$ cat config.mk
export PLATFORM = sky130hd
export DESIGN_NAME = pis_sequencer
export DESIGN_NICKNAME = d
export VERILOG_FILES = /design/src/rtl/pis_pkg.sv /design/src/rtl/pis_io_channel.sv /design/src/rtl/pis_sequencer.sv
export SDC_FILE = /design/constraint.sdc
export NUM_CORES = 1
export LEC_CHECK = 0
export BUFFER_PORTS_ARGS = -buffer_cell sky130_fd_sc_hd__clkbuf_2
export CORE_MARGIN = 4
export CORE_UTILIZATION = 25
export DETAILED_ROUTE_END_ITERATION = 8
export GPL_ROUTABILITY_DRIVEN = 0
export MAX_ROUTING_LAYER = met4
export SLEW_MARGIN = 30
export SYNTH_ARGS = -nofsm -noshare
export SYNTH_HDL_FRONTEND = slang
export SYNTH_SLANG_ARGS = --single-unit
$ cat constraint.sdc
create_clock -name clock -period 2.6 [get_ports clock]
set_clock_uncertainty 0.15 [all_clocks]
set_input_delay 0.65 -clock clock [delete_from_list [all_inputs] [get_ports clock]]
set_output_delay 0.65 -clock clock [all_outputs]
set_load 0.1 [all_outputs]
$ cat src/rtl/pis_pkg.sv
// constants, field positions and class codes of the priority interrupt sequencer
// assumes one machine clock shared with the instruction sequencer and memory
package pis_pkg;
   localparam int CC_W = 15;
   localparam int WORD_W = 25;
   localparam logic [14:0] CC_RESET = 15'h0000;
   localparam logic [14:0] PE_SAVE = 15'h0010;
   localparam logic [14:0] PE_VEC = 15'h0011;
   localparam logic [14:0] CT_SAVE = 15'h0012;
   localparam logic [14:0] CT_VEC = 15'h0013;
   localparam logic [14:0] IO_SAVE = 15'h0014;
   localparam logic [14:0] IO_VEC = 15'h0015;
   localparam logic [7:0] REG_STATUS = 8'h00;
   localparam logic [7:0] REG_CONT = 8'h04;
   localparam logic [7:0] REG_IO = 8'h08;
   localparam logic [7:0] REG_CC = 8'h0C;
   localparam int ST_PE_MASK = 0;
   localparam int ST_CT_MASK = 1;
   localparam int ST_IO_MASK = 2;
   localparam int ST_INHIBIT = 3;
   localparam int ST_HOLD = 4;
   localparam int ST_HALT = 5;
   localparam int ST_PE_ANY = 6;
   localparam int ST_CT_ANY = 7;
   localparam int ST_IO_ANY = 8;
   localparam int CONT_PE_LSB = 16;
   localparam logic [1:0] RESP_OKAY = 2'h0;
   localparam logic [1:0] RESP_SLVERR = 2'h2;
   typedef enum logic [1:0] {
      CL_NONE = 2'b00,
      CL_IO = 2'b01,
      CL_CT = 2'b10,
      CL_PE = 2'b11
   } pis_class_e;
endpackage

$ cat src/rtl/pis_io_channel.sv
// one input-output channel's specific indicators
// assumes events are one-cycle pulses from synchronizer logic on the same clock
`timescale 1ns/1ps
module pis_io_channel (
   input wire logic clock,
   input wire logic resetn,
   input wire logic clk_en,
   input wire logic init_evt,
   input wire logic done_evt,
   input wire logic fault_evt,
   input wire logic fs_intr,
   input wire logic clr,
   output logic init_ind_q,
   output logic done_ind_q,
   output logic fault_ind_q
);
   wire init_set = init_evt & fs_intr;
   wire done_set = done_evt & fs_intr & ~fault_evt & ~fault_ind_q;
   // a set in the clearing cycle wins
   always_ff @(posedge clock or negedge resetn) begin
      if (!resetn) begin
         init_ind_q <= 1'b0;
         done_ind_q <= 1'b0;
         fault_ind_q <= 1'b0;
      end else if (clk_en) begin
         init_ind_q <= init_set | (init_ind_q & ~clr);
         done_ind_q <= done_set | (done_ind_q & ~clr);
         fault_ind_q <= fault_evt | (fault_ind_q & ~clr);
      end
   end
endmodule // pis_io_channel

$ cat src/rtl/pis_sequencer.sv
// priority interrupt sequencer: indicators, class mask flags, boundary decision,
// control counter, save-word write and vector redirect, with an AXI4-Lite status port
// assumes instruction qualifiers are valid in the cycle instr_done is high
`timescale 1ns/1ps
module pis_sequencer #(
   parameter int NPE = 2,
   parameter int NCT = 7,
   parameter int NCH = 8
) (
   input wire logic clock,
   input wire logic resetn,
   input wire logic clk_en,
   input wire logic instr_done,
   input wire logic branch_valid,
   input wire logic [14:0] branch_addr,
   input wire logic fault_reset_instr,
   input wire logic contingency_reset_instr,
   input wire logic io_reset_instr,
   input wire logic io_inhibit_instr,
   input wire logic io_allow_instr,
   input wire logic [NPE-1:0] fault_evt,
   input wire logic [NCT-1:0] cont_evt,
   input wire logic [NCH-1:0] io_init_evt,
   input wire logic [NCH-1:0] io_done_evt,
   input wire logic [NCH-1:0] io_fault_evt,
   input wire logic [NCH-1:0] io_fs_intr,
   output logic [14:0] cc_q,
   output logic save_we_q,
   output logic [14:0] save_addr_q,
   output logic [24:0] save_data_q,
   output logic redirect_q,
   output logic [14:0] redirect_addr_q,
   output logic halt_q,
   input wire logic [7:0] s_axi_awaddr,
   input wire logic s_axi_awvalid,
   output logic s_axi_awready,
   input wire logic [31:0] s_axi_wdata,
   input wire logic [3:0] s_axi_wstrb,
   input wire logic s_axi_wvalid,
   output logic s_axi_wready,
   output logic [1:0] s_axi_bresp,
   output logic s_axi_bvalid,
   input wire logic s_axi_bready,
   input wire logic [7:0] s_axi_araddr,
   input wire logic s_axi_arvalid,
   output logic s_axi_arready,
   output logic [31:0] s_axi_rdata,
   output logic [1:0] s_axi_rresp,
   output logic s_axi_rvalid,
   input wire logic s_axi_rready
);
   logic [NPE-1:0] pe_ind_q;
   logic [NCT-1:0] ct_ind_q;
   logic [NCH-1:0] io_init_q, io_done_q, io_fault_q;
   logic pe_mask_q, ct_mask_q, io_mask_q, inhibit_q, hold_q;
   pis_pkg::pis_class_e take_cls;
   logic [14:0] save_a, vec_a;

   // boundary and reset-instruction decode
   wire bnd = instr_done & clk_en & ~halt_q;
   wire any_rst = fault_reset_instr | contingency_reset_instr | io_reset_instr;
   wire sw_ct_set;
   wire [NCT-1:0] sw_ct_bits;
   wire pe_any = |pe_ind_q;
   wire ct_any = |ct_ind_q;
   wire io_any = |{io_init_q, io_done_q, io_fault_q};
   wire blk = any_rst;
   // probe in descending priority; a pending higher group stops lower tests
   wire take_pe = pe_any & ~pe_mask_q & ~blk;
   wire take_ct = ~pe_any & ct_any & ~pe_mask_q & ~ct_mask_q & ~blk;
   wire io_ok = ~pe_mask_q & ~ct_mask_q & ~io_mask_q & ~inhibit_q;
   wire take_io = ~pe_any & ~ct_any & io_any & io_ok & ~blk;
   wire take_any = take_pe | take_ct | take_io;
   wire [14:0] next_cc = branch_valid ? branch_addr : cc_q + 15'h0001;

   always_comb begin
      if (take_pe) take_cls = pis_pkg::CL_PE;
      else if (take_ct) take_cls = pis_pkg::CL_CT;
      else if (take_io) take_cls = pis_pkg::CL_IO;
      else take_cls = pis_pkg::CL_NONE;
   end

   always_comb begin
      case (take_cls)
         pis_pkg::CL_PE: begin
            save_a = pis_pkg::PE_SAVE;
            vec_a = pis_pkg::PE_VEC;
         end
         pis_pkg::CL_CT: begin
            save_a = pis_pkg::CT_SAVE;
            vec_a = pis_pkg::CT_VEC;
         end
         pis_pkg::CL_IO: begin
            save_a = pis_pkg::IO_SAVE;
            vec_a = pis_pkg::IO_VEC;
         end
         default: begin
            save_a = next_cc;
            vec_a = next_cc;
         end
      endcase
   end

   // indicators: a set in the same cycle as a reset instruction wins
   wire pe_clr = bnd & fault_reset_instr;
   wire ct_clr = bnd & contingency_reset_instr;
   wire io_clr = bnd & io_reset_instr;
   always_ff @(posedge clock or negedge resetn) begin
      if (!resetn) begin
         pe_ind_q <= '0;
         ct_ind_q <= '0;
      end else if (clk_en) begin
         pe_ind_q <= fault_evt | (pe_ind_q & {NPE{~pe_clr}});
         ct_ind_q <= cont_evt | sw_ct_bits | (ct_ind_q & {NCT{~ct_clr}});
      end
   end

   genvar ch;
   generate
      for (ch = 0; ch < NCH; ch++) begin : g_ch
         pis_io_channel u_ch (
            .clock(clock),
            .resetn(resetn),
            .clk_en(clk_en),
            .init_evt(io_init_evt[ch]),
            .done_evt(io_done_evt[ch]),
            .fault_evt(io_fault_evt[ch]),
            .fs_intr(io_fs_intr[ch]),
            .clr(io_clr),
            .init_ind_q(io_init_q[ch]),
            .done_ind_q(io_done_q[ch]),
            .fault_ind_q(io_fault_q[ch])
         );
      end
   endgenerate

   // mask flags have no software write path; reset instruction clears, take sets
   always_ff @(posedge clock or negedge resetn) begin
      if (!resetn) begin
         pe_mask_q <= 1'b0;
         ct_mask_q <= 1'b0;
         io_mask_q <= 1'b0;
         inhibit_q <= 1'b0;
         hold_q <= 1'b0;
      end else if (bnd) begin
         pe_mask_q <= take_pe | (pe_mask_q & ~fault_reset_instr);
         ct_mask_q <= take_ct | (ct_mask_q & ~contingency_reset_instr);
         io_mask_q <= take_io | (io_mask_q & ~io_reset_instr);
         inhibit_q <= io_inhibit_instr | (inhibit_q & ~io_allow_instr);
         hold_q <= any_rst;
      end
   end

   // control counter, save word and redirect, updated only at the boundary
   always_ff @(posedge clock or negedge resetn) begin
      if (!resetn) begin
         cc_q <= pis_pkg::CC_RESET;
         save_we_q <= 1'b0;
         save_addr_q <= '0;
         save_data_q <= '0;
         redirect_q <= 1'b0;
         redirect_addr_q <= '0;
      end else if (clk_en) begin
         save_we_q <= bnd & take_any;
         redirect_q <= bnd & take_any;
         if (bnd) begin
            cc_q <= take_any ? vec_a : next_cc;
            save_addr_q <= save_a;
            save_data_q <= {10'h000, next_cc};
            redirect_addr_q <= vec_a;
         end
      end
   end

   // a new processor error while its mask is set stops the processor
   always_ff @(posedge clock or negedge resetn) begin
      if (!resetn) halt_q <= 1'b0;
      else if (clk_en && pe_mask_q && |fault_evt) halt_q <= 1'b1;
   end

   // AXI4-Lite slave: one write and one read at a time
   logic aw_have_q, w_have_q, awready_q, wready_q, bvalid_q, arready_q, rvalid_q;
   logic [7:0] awaddr_q;
   logic [31:0] wdata_q, rdata_q;
   logic [3:0] wstrb_q;
   logic [1:0] bresp_q, rresp_q;
   wire aw_hs = s_axi_awvalid & awready_q;
   wire w_hs = s_axi_wvalid & wready_q;
   wire wr_go = aw_have_q & w_have_q & ~bvalid_q;
   wire wr_map = awaddr_q == pis_pkg::REG_CONT;
   wire wr_ro = awaddr_q == pis_pkg::REG_STATUS || awaddr_q == pis_pkg::REG_IO || awaddr_q == pis_pkg::REG_CC;
   assign sw_ct_set = wr_go & wr_map & wstrb_q[0];
   assign sw_ct_bits = sw_ct_set ? wdata_q[NCT-1:0] : '0;
   wire ar_hs = s_axi_arvalid & arready_q;
   wire [31:0] st_word = {23'h000000, io_any, ct_any, pe_any, halt_q, hold_q, inhibit_q,
                          io_mask_q, ct_mask_q, pe_mask_q};
   wire [31:0] ct_word = 32'(ct_ind_q) | (32'(pe_ind_q) << pis_pkg::CONT_PE_LSB);
   wire [31:0] io_word = 32'({io_fault_q, io_done_q, io_init_q});
   wire ra_st = s_axi_araddr == pis_pkg::REG_STATUS;
   wire ra_ct = s_axi_araddr == pis_pkg::REG_CONT;
   wire ra_io = s_axi_araddr == pis_pkg::REG_IO;
   wire ra_cc = s_axi_araddr == pis_pkg::REG_CC;
   wire ra_ok = ra_st | ra_ct | ra_io | ra_cc;
   wire [31:0] rd_mux = ra_st ? st_word : ra_ct ? ct_word : ra_io ? io_word : ra_cc ? 32'(cc_q) : 32'h00000000;

   always_ff @(posedge clock or negedge resetn) begin
      if (!resetn) begin
         aw_have_q <= 1'b0;
         w_have_q <= 1'b0;
         awready_q <= 1'b0;
         wready_q <= 1'b0;
         bvalid_q <= 1'b0;
         bresp_q <= pis_pkg::RESP_OKAY;
         awaddr_q <= '0;
         wdata_q <= '0;
         wstrb_q <= '0;
      end else if (clk_en) begin
         awready_q <= ~aw_have_q & ~aw_hs & ~awready_q;
         wready_q <= ~w_have_q & ~w_hs & ~wready_q;
         if (aw_hs) begin
            aw_have_q <= 1'b1;
            awaddr_q <= s_axi_awaddr;
         end
         if (w_hs) begin
            w_have_q <= 1'b1;
            wdata_q <= s_axi_wdata;
            wstrb_q <= s_axi_wstrb;
         end
         if (wr_go) begin
            bvalid_q <= 1'b1;
            bresp_q <= (wr_map | wr_ro) ? pis_pkg::RESP_OKAY : pis_pkg::RESP_SLVERR;
         end else if (bvalid_q && s_axi_bready) begin
            bvalid_q <= 1'b0;
            aw_have_q <= 1'b0;
            w_have_q <= 1'b0;
         end
      end
   end

   always_ff @(posedge clock or negedge resetn) begin
      if (!resetn) begin
         arready_q <= 1'b0;
         rvalid_q <= 1'b0;
         rdata_q <= '0;
         rresp_q <= pis_pkg::RESP_OKAY;
      end else if (clk_en) begin
         arready_q <= ~rvalid_q & ~ar_hs & ~arready_q;
         if (ar_hs) begin
            rvalid_q <= 1'b1;
            rdata_q <= rd_mux;
            rresp_q <= ra_ok ? pis_pkg::RESP_OKAY : pis_pkg::RESP_SLVERR;
         end else if (rvalid_q && s_axi_rready) begin
            rvalid_q <= 1'b0;
         end
      end
   end

   assign s_axi_awready = awready_q;
   assign s_axi_wready = wready_q;
   assign s_axi_bvalid = bvalid_q;
   assign s_axi_bresp = bresp_q;
   assign s_axi_arready = arready_q;
   assign s_axi_rvalid = rvalid_q;
   assign s_axi_rdata = rdata_q;
   assign s_axi_rresp = rresp_q;

   a_pe_first_vec: assert property (@(posedge clock) disable iff (!resetn)
      bnd && pe_any && !pe_mask_q && !any_rst |=> redirect_q && redirect_addr_q == pis_pkg::PE_VEC)
      else $error("processor error not taken first");
   a_save_word_fmt: assert property (@(posedge clock) disable iff (!resetn)
      bnd && take_any |=> save_we_q && save_data_q == {10'h000, $past(next_cc)})
      else $error("saved word is not next address with zero upper bits");
   a_save_vec_pair: assert property (@(posedge clock) disable iff (!resetn)
      save_we_q |-> redirect_q && redirect_addr_q == save_addr_q + 15'h0001 && cc_q == redirect_addr_q)
      else $error("vector does not follow save word");
   a_mask_blocks_low: assert property (@(posedge clock) disable iff (!resetn)
      bnd && !pe_any && (pe_mask_q || ct_mask_q || (io_mask_q && !ct_any)) |=> !save_we_q && !redirect_q)
      else $error("lower class taken under mask");
   a_mask_set_take: assert property (@(posedge clock) disable iff (!resetn)
      bnd && take_ct |=> ct_mask_q && redirect_addr_q == pis_pkg::CT_VEC)
      else $error("contingency take did not set its mask");
   a_reset_clears: assert property (@(posedge clock) disable iff (!resetn)
      bnd && io_reset_instr |=> !io_mask_q)
      else $error("io reset left mask set");
   a_hold_after_rst: assert property (@(posedge clock) disable iff (!resetn)
      bnd && any_rst |=> !save_we_q && !redirect_q && hold_q)
      else $error("interrupt taken at reset boundary");
   a_inhibit_io: assert property (@(posedge clock) disable iff (!resetn)
      bnd && inhibit_q && !pe_any && !ct_any |=> !save_we_q)
      else $error("io taken while inhibited");
   a_halt_repeat: assert property (@(posedge clock) disable iff (!resetn)
      clk_en && pe_mask_q && |fault_evt |=> halt_q [*2])
      else $error("no halt on repeated processor error");
   a_only_boundary: assert property (@(posedge clock) disable iff (!resetn)
      clk_en && !instr_done |=> !save_we_q && $stable(cc_q))
      else $error("action outside instruction boundary");
   a_ct_over_io: assert property (@(posedge clock) disable iff (!resetn)
      bnd && ct_any && !pe_any && !pe_mask_q && !ct_mask_q && !any_rst |=> redirect_q && redirect_addr_q == pis_pkg::CT_VEC)
      else $error("contingency not taken ahead of input-output");
   a_halted_frozen: assert property (@(posedge clock) disable iff (!resetn)
      halt_q |=> !save_we_q && $stable(cc_q))
      else $error("sequencing went on after halt");
endmodule // pis_sequencer

======== Yosys cells after proc, flatten, opt, wreduce, memory -nomap -nowiden ========
Cells that the tools add are included.
cells by class
  add/sub/neg operators ................... 1
  equal/unequal tests ..................... 9
  mux-type cells .......................... 24
  bitwise logic cells ..................... 175
  reductions and logical operators ........ 21
operator list
  operator                                             count
  AND 1 bit                                            92
  one-hot mux 15 bit (3 select lines)                  2
  2-to-1 mux 24 bit                                    3
  2-to-1 mux 15 bit                                    3
  inverter 1 bit                                       41
  bitwise OR 1 bit                                     36
  equality test 8 x 4 -> 1 bit, second input constant  4
  OR reduction 24 bit                                  1
  bitwise OR 7 x 18 -> 18 bit                          1
  equality test 8 x 3 -> 1 bit, second input constant  2
  zero test 8 bit                                      2
  adder 15 x 1 -> 15 bit, second input constant        1
  bitwise OR 7 bit                                     2
  AND reduction 2 bit                                  7
  2-to-1 mux 1 bit                                     11
  2-to-1 mux 2 bit                                     4
  AND 7 bit                                            1
  2-to-1 mux 7 bit                                     1
  OR reduction 7 bit                                   1
  equality test 2 bit, second input constant           2
  logical AND 1 bit                                    4
  nonzero test 2 bit                                   2
  OR reduction 2 bit                                   2
  AND 2 bit                                            1
  3 further kinds                                      4
word-level totals
  bits in registers ....................... 159
  bits of input ports ..................... 123
  output and inout port bits .............. 114
  logic and storage cells ................. 280

======== Longest topological paths before layout ========
Gate-level depths: netlist of the first run.
  word-level depth ........................ 12
  mapped depth ............................ 6
  mapped depth without buffers ............ 6

======== Cells and area by module ========
From an unflattened synthesis of the first run, not the netlist that was laid out.
second synthesis, totals
  cell total of the unflattened synthesis .. 587
  area, all modules ....................... 6256.0 sq um
modules (own cells, without submodules)
  module          times used  cells an instance  area each (sq um)  seq. area each (sq um)
  pis_sequencer   1           523                5315.1             2777.7
  pis_io_channel  8           8                  117.6              75.1

======== Least setup slack after synthesis of the first run ========
Ideal clock, no wire load.
  kind .................................... register -> register
  start point ............................. register cc_q[0]
  end point ............................... register cc_q[14]
  library setup time ...................... 136 ps
  data arrival time ....................... 2505 ps
  required time ........................... 2314 ps
  setup slack ............................. -191 ps
  stages on the path, launching flop included .. 7
  buffers on the path ..................... 0
  period minus slack after synthesis ...... 2791 ps
  cells stage by stage .................... dfrtp_1 ha_1 nand3_1 or3_1 o21a_1 o31ai_1 o21ai_0
between the ends
  word-level cells in the longest chain between the ends .. 4
RTL lines
  element                              line                  RTL
  start, declared                      pis_sequencer.sv:27   output logic [14:0] cc_q,
  start signal, assigned               pis_sequencer.sv:157  cc_q <= pis_pkg::CC_RESET;
  start signal, assigned               pis_sequencer.sv:167  cc_q <= take_any ? vec_a : next_cc;
  adder 15 x 1 -> 15 bit *             pis_sequencer.sv:74   wire [14:0] next_cc = branch_valid ? branch_addr : cc_q + 15'h0001;
  2-to-1 mux 15 bit *                  pis_sequencer.sv:74
  one-hot mux 15 bit (3 select lines)  pis_sequencer.sv:84   case (take_cls)
  2-to-1 mux 15 bit *                  pis_sequencer.sv:167
Every way passes the cells marked *; elsewhere a longest branch is shown, timed or not.
A chain may end at the register's enable or synchronous reset.

======== Worst setup path in the final report of the first run ========
  start point ............................. register ct_ind_q[3]
  end point ............................... register cc_q[8]
between the ends
  word-level cells in the longest chain between the ends .. 12
  elaborated cells between the ends (all ways) .. 20
  those cells by class .................... eq/ne: 3; mux: 5; bitwise: 11; reduce/logical: 1
RTL lines
  element                                                              line                  RTL
  start, declared                                                      pis_sequencer.sv:53   logic [NCT-1:0] ct_ind_q;
  start signal, assigned                                               pis_sequencer.sv:114  ct_ind_q <= cont_evt | sw_ct_bits | (ct_ind_q & {NCT{~ct_clr}});
  OR reduction 7 bit *                                                 pis_sequencer.sv:65   wire ct_any = |ct_ind_q;
  inverter 1 bit                                                       pis_sequencer.sv:72   wire take_io = ~pe_any & ~ct_any & io_any & io_ok & ~blk;
  AND 1 bit (4 in a row)                                               pis_sequencer.sv:72
  2-to-1 mux 1 bit                                                     pis_sequencer.sv:79   else if (take_io) take_cls = pis_pkg::CL_IO;
  2-to-1 mux 2 bit                                                     pis_sequencer.sv:78   else if (take_ct) take_cls = pis_pkg::CL_CT;
  2-to-1 mux 2 bit                                                     pis_sequencer.sv:77   if (take_pe) take_cls = pis_pkg::CL_PE;
  equality test 2 x 1 -> 1 bit or equality test 2 bit (tied branches)  pis_sequencer.sv:84
  one-hot mux 15 bit (3 select lines)                                  pis_sequencer.sv:84
  2-to-1 mux 15 bit *                                                  pis_sequencer.sv:167
Marked as above.

==> results.yml, run 1 <==
outcome:
  status: "completed"
yosys:
  synth_xor_area_share_pct: 1.68
  synth_edf_count: 0
  ys_warn_count: 0
  yosysTopAreaCell: "dfrtp_1"
  synth_area_sq_um: 6270
  ys_seq_elements: 135
  ys_top_cells_by_area: "dfrtp_1, nand2_1, buf_4"
  synthMuxAreaShare_pct: 6.05
  async_reset_ff_share_pct: 100
  syn_inst: 600
  synth.most_common_cell: "dfrtp_1"
  ys.flop_type: "dfrtp_1"
  synth_top_area_share_pct: 53.9
  yosys.area_share.simple_pct: 14.3
  avgSynthCellArea_sq_um: 10.4
  ys_seq_area_share_pct: 53.9
  synth_cell_type_count: 52
  synth_compound_area_share_pct: 17.0
  synth-adder-area-share_pct: 0.200
  synth_top_family_by_area: "compound AO/OA/AOI/OAI gates"
  synth_common_cells: "dfrtp_1, nand2_1, o21ai_0"
floorplanning:
  core_area_sq_um: 24500
  top_level_ports: 237
  rows: 57
  die_x_microns: 166
  die_area_sq_um: 27700
  die_h_microns: 166
  initial_utilization_pct: 25.6
clocking:
  post_cts_buffers: 0
  clkTransAtPathRegs_ps: 60
  htreeDepth: 4
  numClockSinks: 135
  cts_resized: 0
  clock_path_buffers: 2
  cts_tree: "built"
  cts_hold_buf: 0
  clkLatencyLatePin_ps: 410
  cts.root.buffer_cell: "clkbuf_16"
  cts_buffers: 17
route:
  ant_nets: 0
  num_vias: 5257
  drt_iter0_markers: 359
  wl_microns: 19800
  first_pass_iters: 6
  avgRoutedWirePerCell_microns: 17.5
  drc: 0
  via_per_inst: 4.66
sta:
  worstMarginPinSlew_ps: 602
  fmax_mhz: 424
  finalCritPeriodShare_pct: 90.6
  finalSetupViolations: 0
  drv_slew: 0
  final_hold_viol_count: 0
  fin_crit_ps: 2360
  rsz0062_at_grt: "false"
  slew_headroom_pct: 60.1
  tns_ps: 0
place:
  port_buffers: 188
  hpwl_microns: 15300
  numPlacedInstances: 1094
layout:
  fin_cells: 1127
  fillers: 2543
  syn_to_final_growth_pct: 30.1
  finalNetCount: 913
  final_util_pct: 33.3
  drive_gt1_share_pct: 34.9
critical_path:
  worstSetupEndpointType: "register"
  arrival_ps: 2550
  r2r-start: "ct_ind_q[3]"
  worst-r2r-cell-count: 5
  crit_type: "register to register"
  r2r_setup_slack_ps: 240
  critical_path_buf_inv_count: 0
  cp_slowest_cell: "o311a_2"
  path_cells: "nor4_1, nand2_1, o311a_2, nor2_1, a32o_1"
  worstPathMaxFanout: 6
  cp_slowest_stage_delay_ps: 470
  critPathRequiredTime_ps: 2800
  startpoint_type: "register"
  r2r-end: "cc_q[8]"
  path_delay_family: "simple AND/OR/NAND/NOR gates"
global_route:
  grt_antenna_before_repair: 1
  grt_start_max_net_pins: 52
  grt_pass1_wl_microns: 31300
  gr-total-overflow: 0
  grt_pass1_vias: 5337
  groute.usage.overall_pct: 14.8
power_and_ir_drop:
  power_density_nw_per_um2: 1430
  leakage_nw: 3.98
  ir_drop_mv: 1.11
flow_run:
  maxCapViolations: 0
hold_path:
  min_path_type: "primary input to asynchronous set/reset pin"
## logic make-up (layout without fill, tap and decap cells)
kind of cell | after synthesis | count (layout)
xor+xnor | 12 | 12
buf+inv | 76 | 259
compound gates | 148 | 148
mux | 35 | 35
flops | 135 | 135
fa+ha+maj | 1 | 1
simple gates | 192 | 192
other cells | 1 | 21
## how the worst max path moves through the flow
stage | slack [ps] | endpoint | cells past startpoint | from
6_report | 240 | cc_q[8] | 5 | ct_ind_q[3]
5_1_grt | 80 | save_addr_q[0] | 7 | g_ch[4].u_ch.done_ind_q
4_1_cts | 270 | cc_q[4] | 1 | cc_q[4]
3_5_place_dp | 110 | cc_q[3] | 6 | contingency_reset_instr
3_3_place_gp | 110 | cc_q[7] | 6 | contingency_reset_instr
2_1_floorplan | 9 | cc_q[14] | 6 | cc_q[5]
## flip-flops by register name, summed over array words and instances (netlist names), 2 cells and up
signal	cells
s_axi_rdata	24
cc_q	15
save_addr_q	15
save_data_q	15
awaddr_q	8
g_ch.u_ch.done_ind_q	8
g_ch.u_ch.fault_ind_q	8
g_ch.u_ch.init_ind_q	8
ct_ind_q	7
wdata_q	7
pe_ind_q	2
## per-stage QoR
| step | area [sq um] | hold WS (ps) | worst slack, ps | power [mW] |
|---|---|---|---|---|
| global route | 8160 | 62.3 | 85.0 | 12.2 |
| finish | 8160 | 30.6 | 244 | 11.7 |
| CTS | 8150 | 39.3 | 265 | 11.8 |
| global placement | 7540 | 311 | 112 | 9.18 |
| detailed placement | 7540 | 322 | 112 | 9.24 |
| floorplan | 6340 | 204 | 8.51 | 8.16 |
## where the power goes
part	internal (mW)	switching [mW]
combinational	1.01	4.59
sequential	2.81	0.744
clock	1.61	0.902
## layout make-up
| type | instances | area, sq um | share of cell area (%) |
|---|---|---|---|
| diodes | 1 | 2.50 | 0.0307 |
| clock buffers | 24 | 492 | 6.03 |
| clock inverters | 8 | 120 | 1.47 |
| inverters | 12 | 45.0 | 0.552 |
| multi-input cells | 408 | 2530 | 31.1 |
| flip-flops and latches | 135 | 3380 | 41.5 |
| well taps | 324 | 405 | 4.97 |
| repair buffers | 215 | 1170 | 14.4 |
## cells in the final DEF, fill, tap and decap left out, types with 5 or more instances in the layout
| cell | n |
|---|---|
| clkbuf_2 | 187 |
| mux2_2 | 23 |
| a21o_1 | 10 |
| o31ai_1 | 7 |
| nand2b_1 | 7 |
| dfrtp_1 | 131 |
| a22oi_1 | 8 |
| a32o_1 | 10 |
| clkbuf_16 | 17 |
| a222oi_1 | 5 |
| nand3_1 | 12 |
| o211ai_1 | 7 |
| conb_1 | 20 |
| nor4_1 | 13 |
| buf_4 | 25 |
| nor3_1 | 7 |
| nor2_1 | 37 |
| a22o_1 | 28 |
| nand2_1 | 88 |
| nand4_1 | 13 |
| inv_1 | 12 |
| xor2_1 | 7 |
| xnor2_1 | 5 |
| a21oi_1 | 16 |
| mux2i_1 | 12 |
| o21ai_0 | 39 |
## metal layers
metal	track usage, %	wire length [microns]	part of all wire [%]	vias up
met5	-	0	0	-
li1	-	-	-	2486
met4	3.56	175	0.89	0
met2	22.0	8940	45	209
met1	20.3	9280	47	2549
met3	3.78	1370	6.9	13
No activity file was read; power rests on OpenSTA's default activity.
==> inputs of run 2 (changes only) <==
--- a/constraint.sdc
+++ b/constraint.sdc
@@ -3,3 +3,3 @@
 set_input_delay 0.65 -clock clock [delete_from_list [all_inputs] [get_ports clock]]
 set_output_delay 0.65 -clock clock [all_outputs]
-set_load 0.1 [all_outputs]
+set_load 0.05 [all_outputs]
==> run 2 against run 1 <==
Against the previous run:
- non-clock buffer count is the same
- critical path depth is the same
- total power shrank 18%
- via count is essentially flat
- combinational power shrank 32%
- highest routed layer unchanged
==> results.yml, run 2 (synthesized netlist as in run 1, its figures left out) <==
global_route:
  groute.usage.overall_pct: 14.9
  grt_start_max_net_pins: 59
  grt_antenna_before_repair: 0
  gr-total-overflow: 0
  grt_pass1_vias: 5324
  grt_pass1_wl_microns: 31300
layout:
  fillers: 2573
  drive_gt1_share_pct: 34.7
  fin_cells: 1126
  antennaDiodeCount: 0
  largest_reg_flops: 24
  final_util_pct: 33.2
  finalNetCount: 913
  final_common_cell: "clkbuf_2"
  final_cell_mix: "clkbuf_2, dfrtp_1, nand2_1"
  syn_to_final_growth_pct: 29.5
floorplanning:
  die_x_microns: 166
  die_h_microns: 166
  initial_utilization_pct: 25.6
  top_level_ports: 237
  die_area_sq_um: 27700
  core_area_sq_um: 24500
  rows: 57
route:
  avgRoutedWirePerCell_microns: 17.7
  via_per_inst: 4.67
  drc: 0
  drt_iter0_markers: 364
  first_pass_iters: 6
  wl_microns: 19900
  ant_nets: 0
  num_vias: 5255
sta:
  finalSetupViolations: 0
  drv_slew: 0
  setup_slack_ps: 136
  slew_headroom_pct: 63.0
  tns_ps: 0
  worstMarginPinSlew_ps: 554
  finalCritPeriodShare_pct: 94.8
  fmax_mhz: 406
  rsz0062_at_grt: "false"
  fin_crit_ps: 2460
  final_hold_viol_count: 0
clocking:
  clkTransAtPathRegs_ps: 70
  numClockSinks: 135
  cts.root.buffer_cell: "clkbuf_16"
  cts_hold_buf: 1
  htreeDepth: 4
  cts_tree: "built"
  clkLatencyLatePin_ps: 420
  cts_buffers: 17
  cts_resized: 0
  post_cts_buffers: 0
  clock_path_buffers: 2
power_and_ir_drop:
  p_total_mw: 9.61
  power_density_nw_per_um2: 1180
  ir_drop_mv: 0.690
  leakage_nw: 3.97
critical_path:
  path_cells: "nor4_1, nand4_1, o311ai_2, nand2b_2, o31ai_1"
  critPathRequiredTime_ps: 2780
  crit_type: "register to register"
  arrival_ps: 2640
  startpoint_type: "register"
  worstPathMaxFanout: 16
  cp_slowest_stage_delay_ps: 420
  worstSetupEndpointType: "register"
  cp_slowest_cell: "dfrtp_1"
place:
  port_buffers: 188
  dp_worst_setup_slack_ps: 81.5
  numPlacedInstances: 1093
  hpwl_microns: 15400
outcome:
  status: "completed"
flow_run:
  maxCapViolations: 0
hold_path:
  min_path_type: "primary input to register"
-- run 2: cell types whose count changed in the layout (fill, tap and decap cells not counted), sizes merged --
cell         previous run  this run
clkbuf                211       205
clkinv                  3         7
inv                    12        15
bufinv                  3         1
buf                    28        27
clkinvlp                2         3
diode                   1         0
dlygate4sd3             0         1
-- run 2: final cells by class --
class | instances | area, sq um | share of cell area (%)
Clock buffer | 18 | 439 | 5.41
Clock inverter | 14 | 125 | 1.54
Inverter | 12 | 45.0 | 0.555
Multi-Input combinational cell | 408 | 2530 | 31.2
Sequential cell | 135 | 3380 | 41.6
Tap cell | 324 | 405 | 4.99
Timing Repair Buffer | 215 | 1190 | 14.7
-- run 2: metrics by stage --
| stage | hold slack, ps | instance area, sq um |
|---|---|---|
| global route | 290 | 8120 |
| global placement | 313 | 7540 |
| CTS | 289 | 8120 |
| finish | 306 | 8120 |
| floorplan | 204 | 6340 |
| detailed placement | 319 | 7540 |
-- run 2: path summary, 6_finish.rpt --
kind	cells after the start	slack, ps	startpoint	endpoint
max	5	140	g_ch[4].u_ch.fault_ind_q	save_addr_q[10]
min	2	310	s_axi_wdata[0]	wdata_q[0]
max reg2reg	5	140	g_ch[4].u_ch.fault_ind_q	save_addr_q[10]
min reg2reg	2	330	save_data_q[11]	save_data_q[11]
max in group asynchronous	3	1100	resetn	wdata_q[1]
min in group asynchronous	2	550	resetn	g_ch[4].u_ch.done_ind_q
-- run 2: layer usage --
metal / vias to the layer above / GRT usage, % / share of wire, %
met5: - / - / 0
met4: 0 / 3.31 / 0.91
met3: 15 / 3.88 / 6.9
met2: 216 / 21.8 / 44
met1: 2537 / 20.8 / 48
li1: 2487 / - / -
-- run 2: where the power goes --
part           switching (mW)  internal (mW)  leakage [nW]
Sequential              0.669           2.80          1.64
Clock                   0.977           1.35         0.273
Combinational            2.77           1.05          2.06
-- run 2: critical path: cells and delay by family (launching register included) --
kind	cells	cell delay (ps)
AO/OA/AOI/OAI	2	710
flip-flops	1	420
AND/OR/NAND/NOR	3	1090
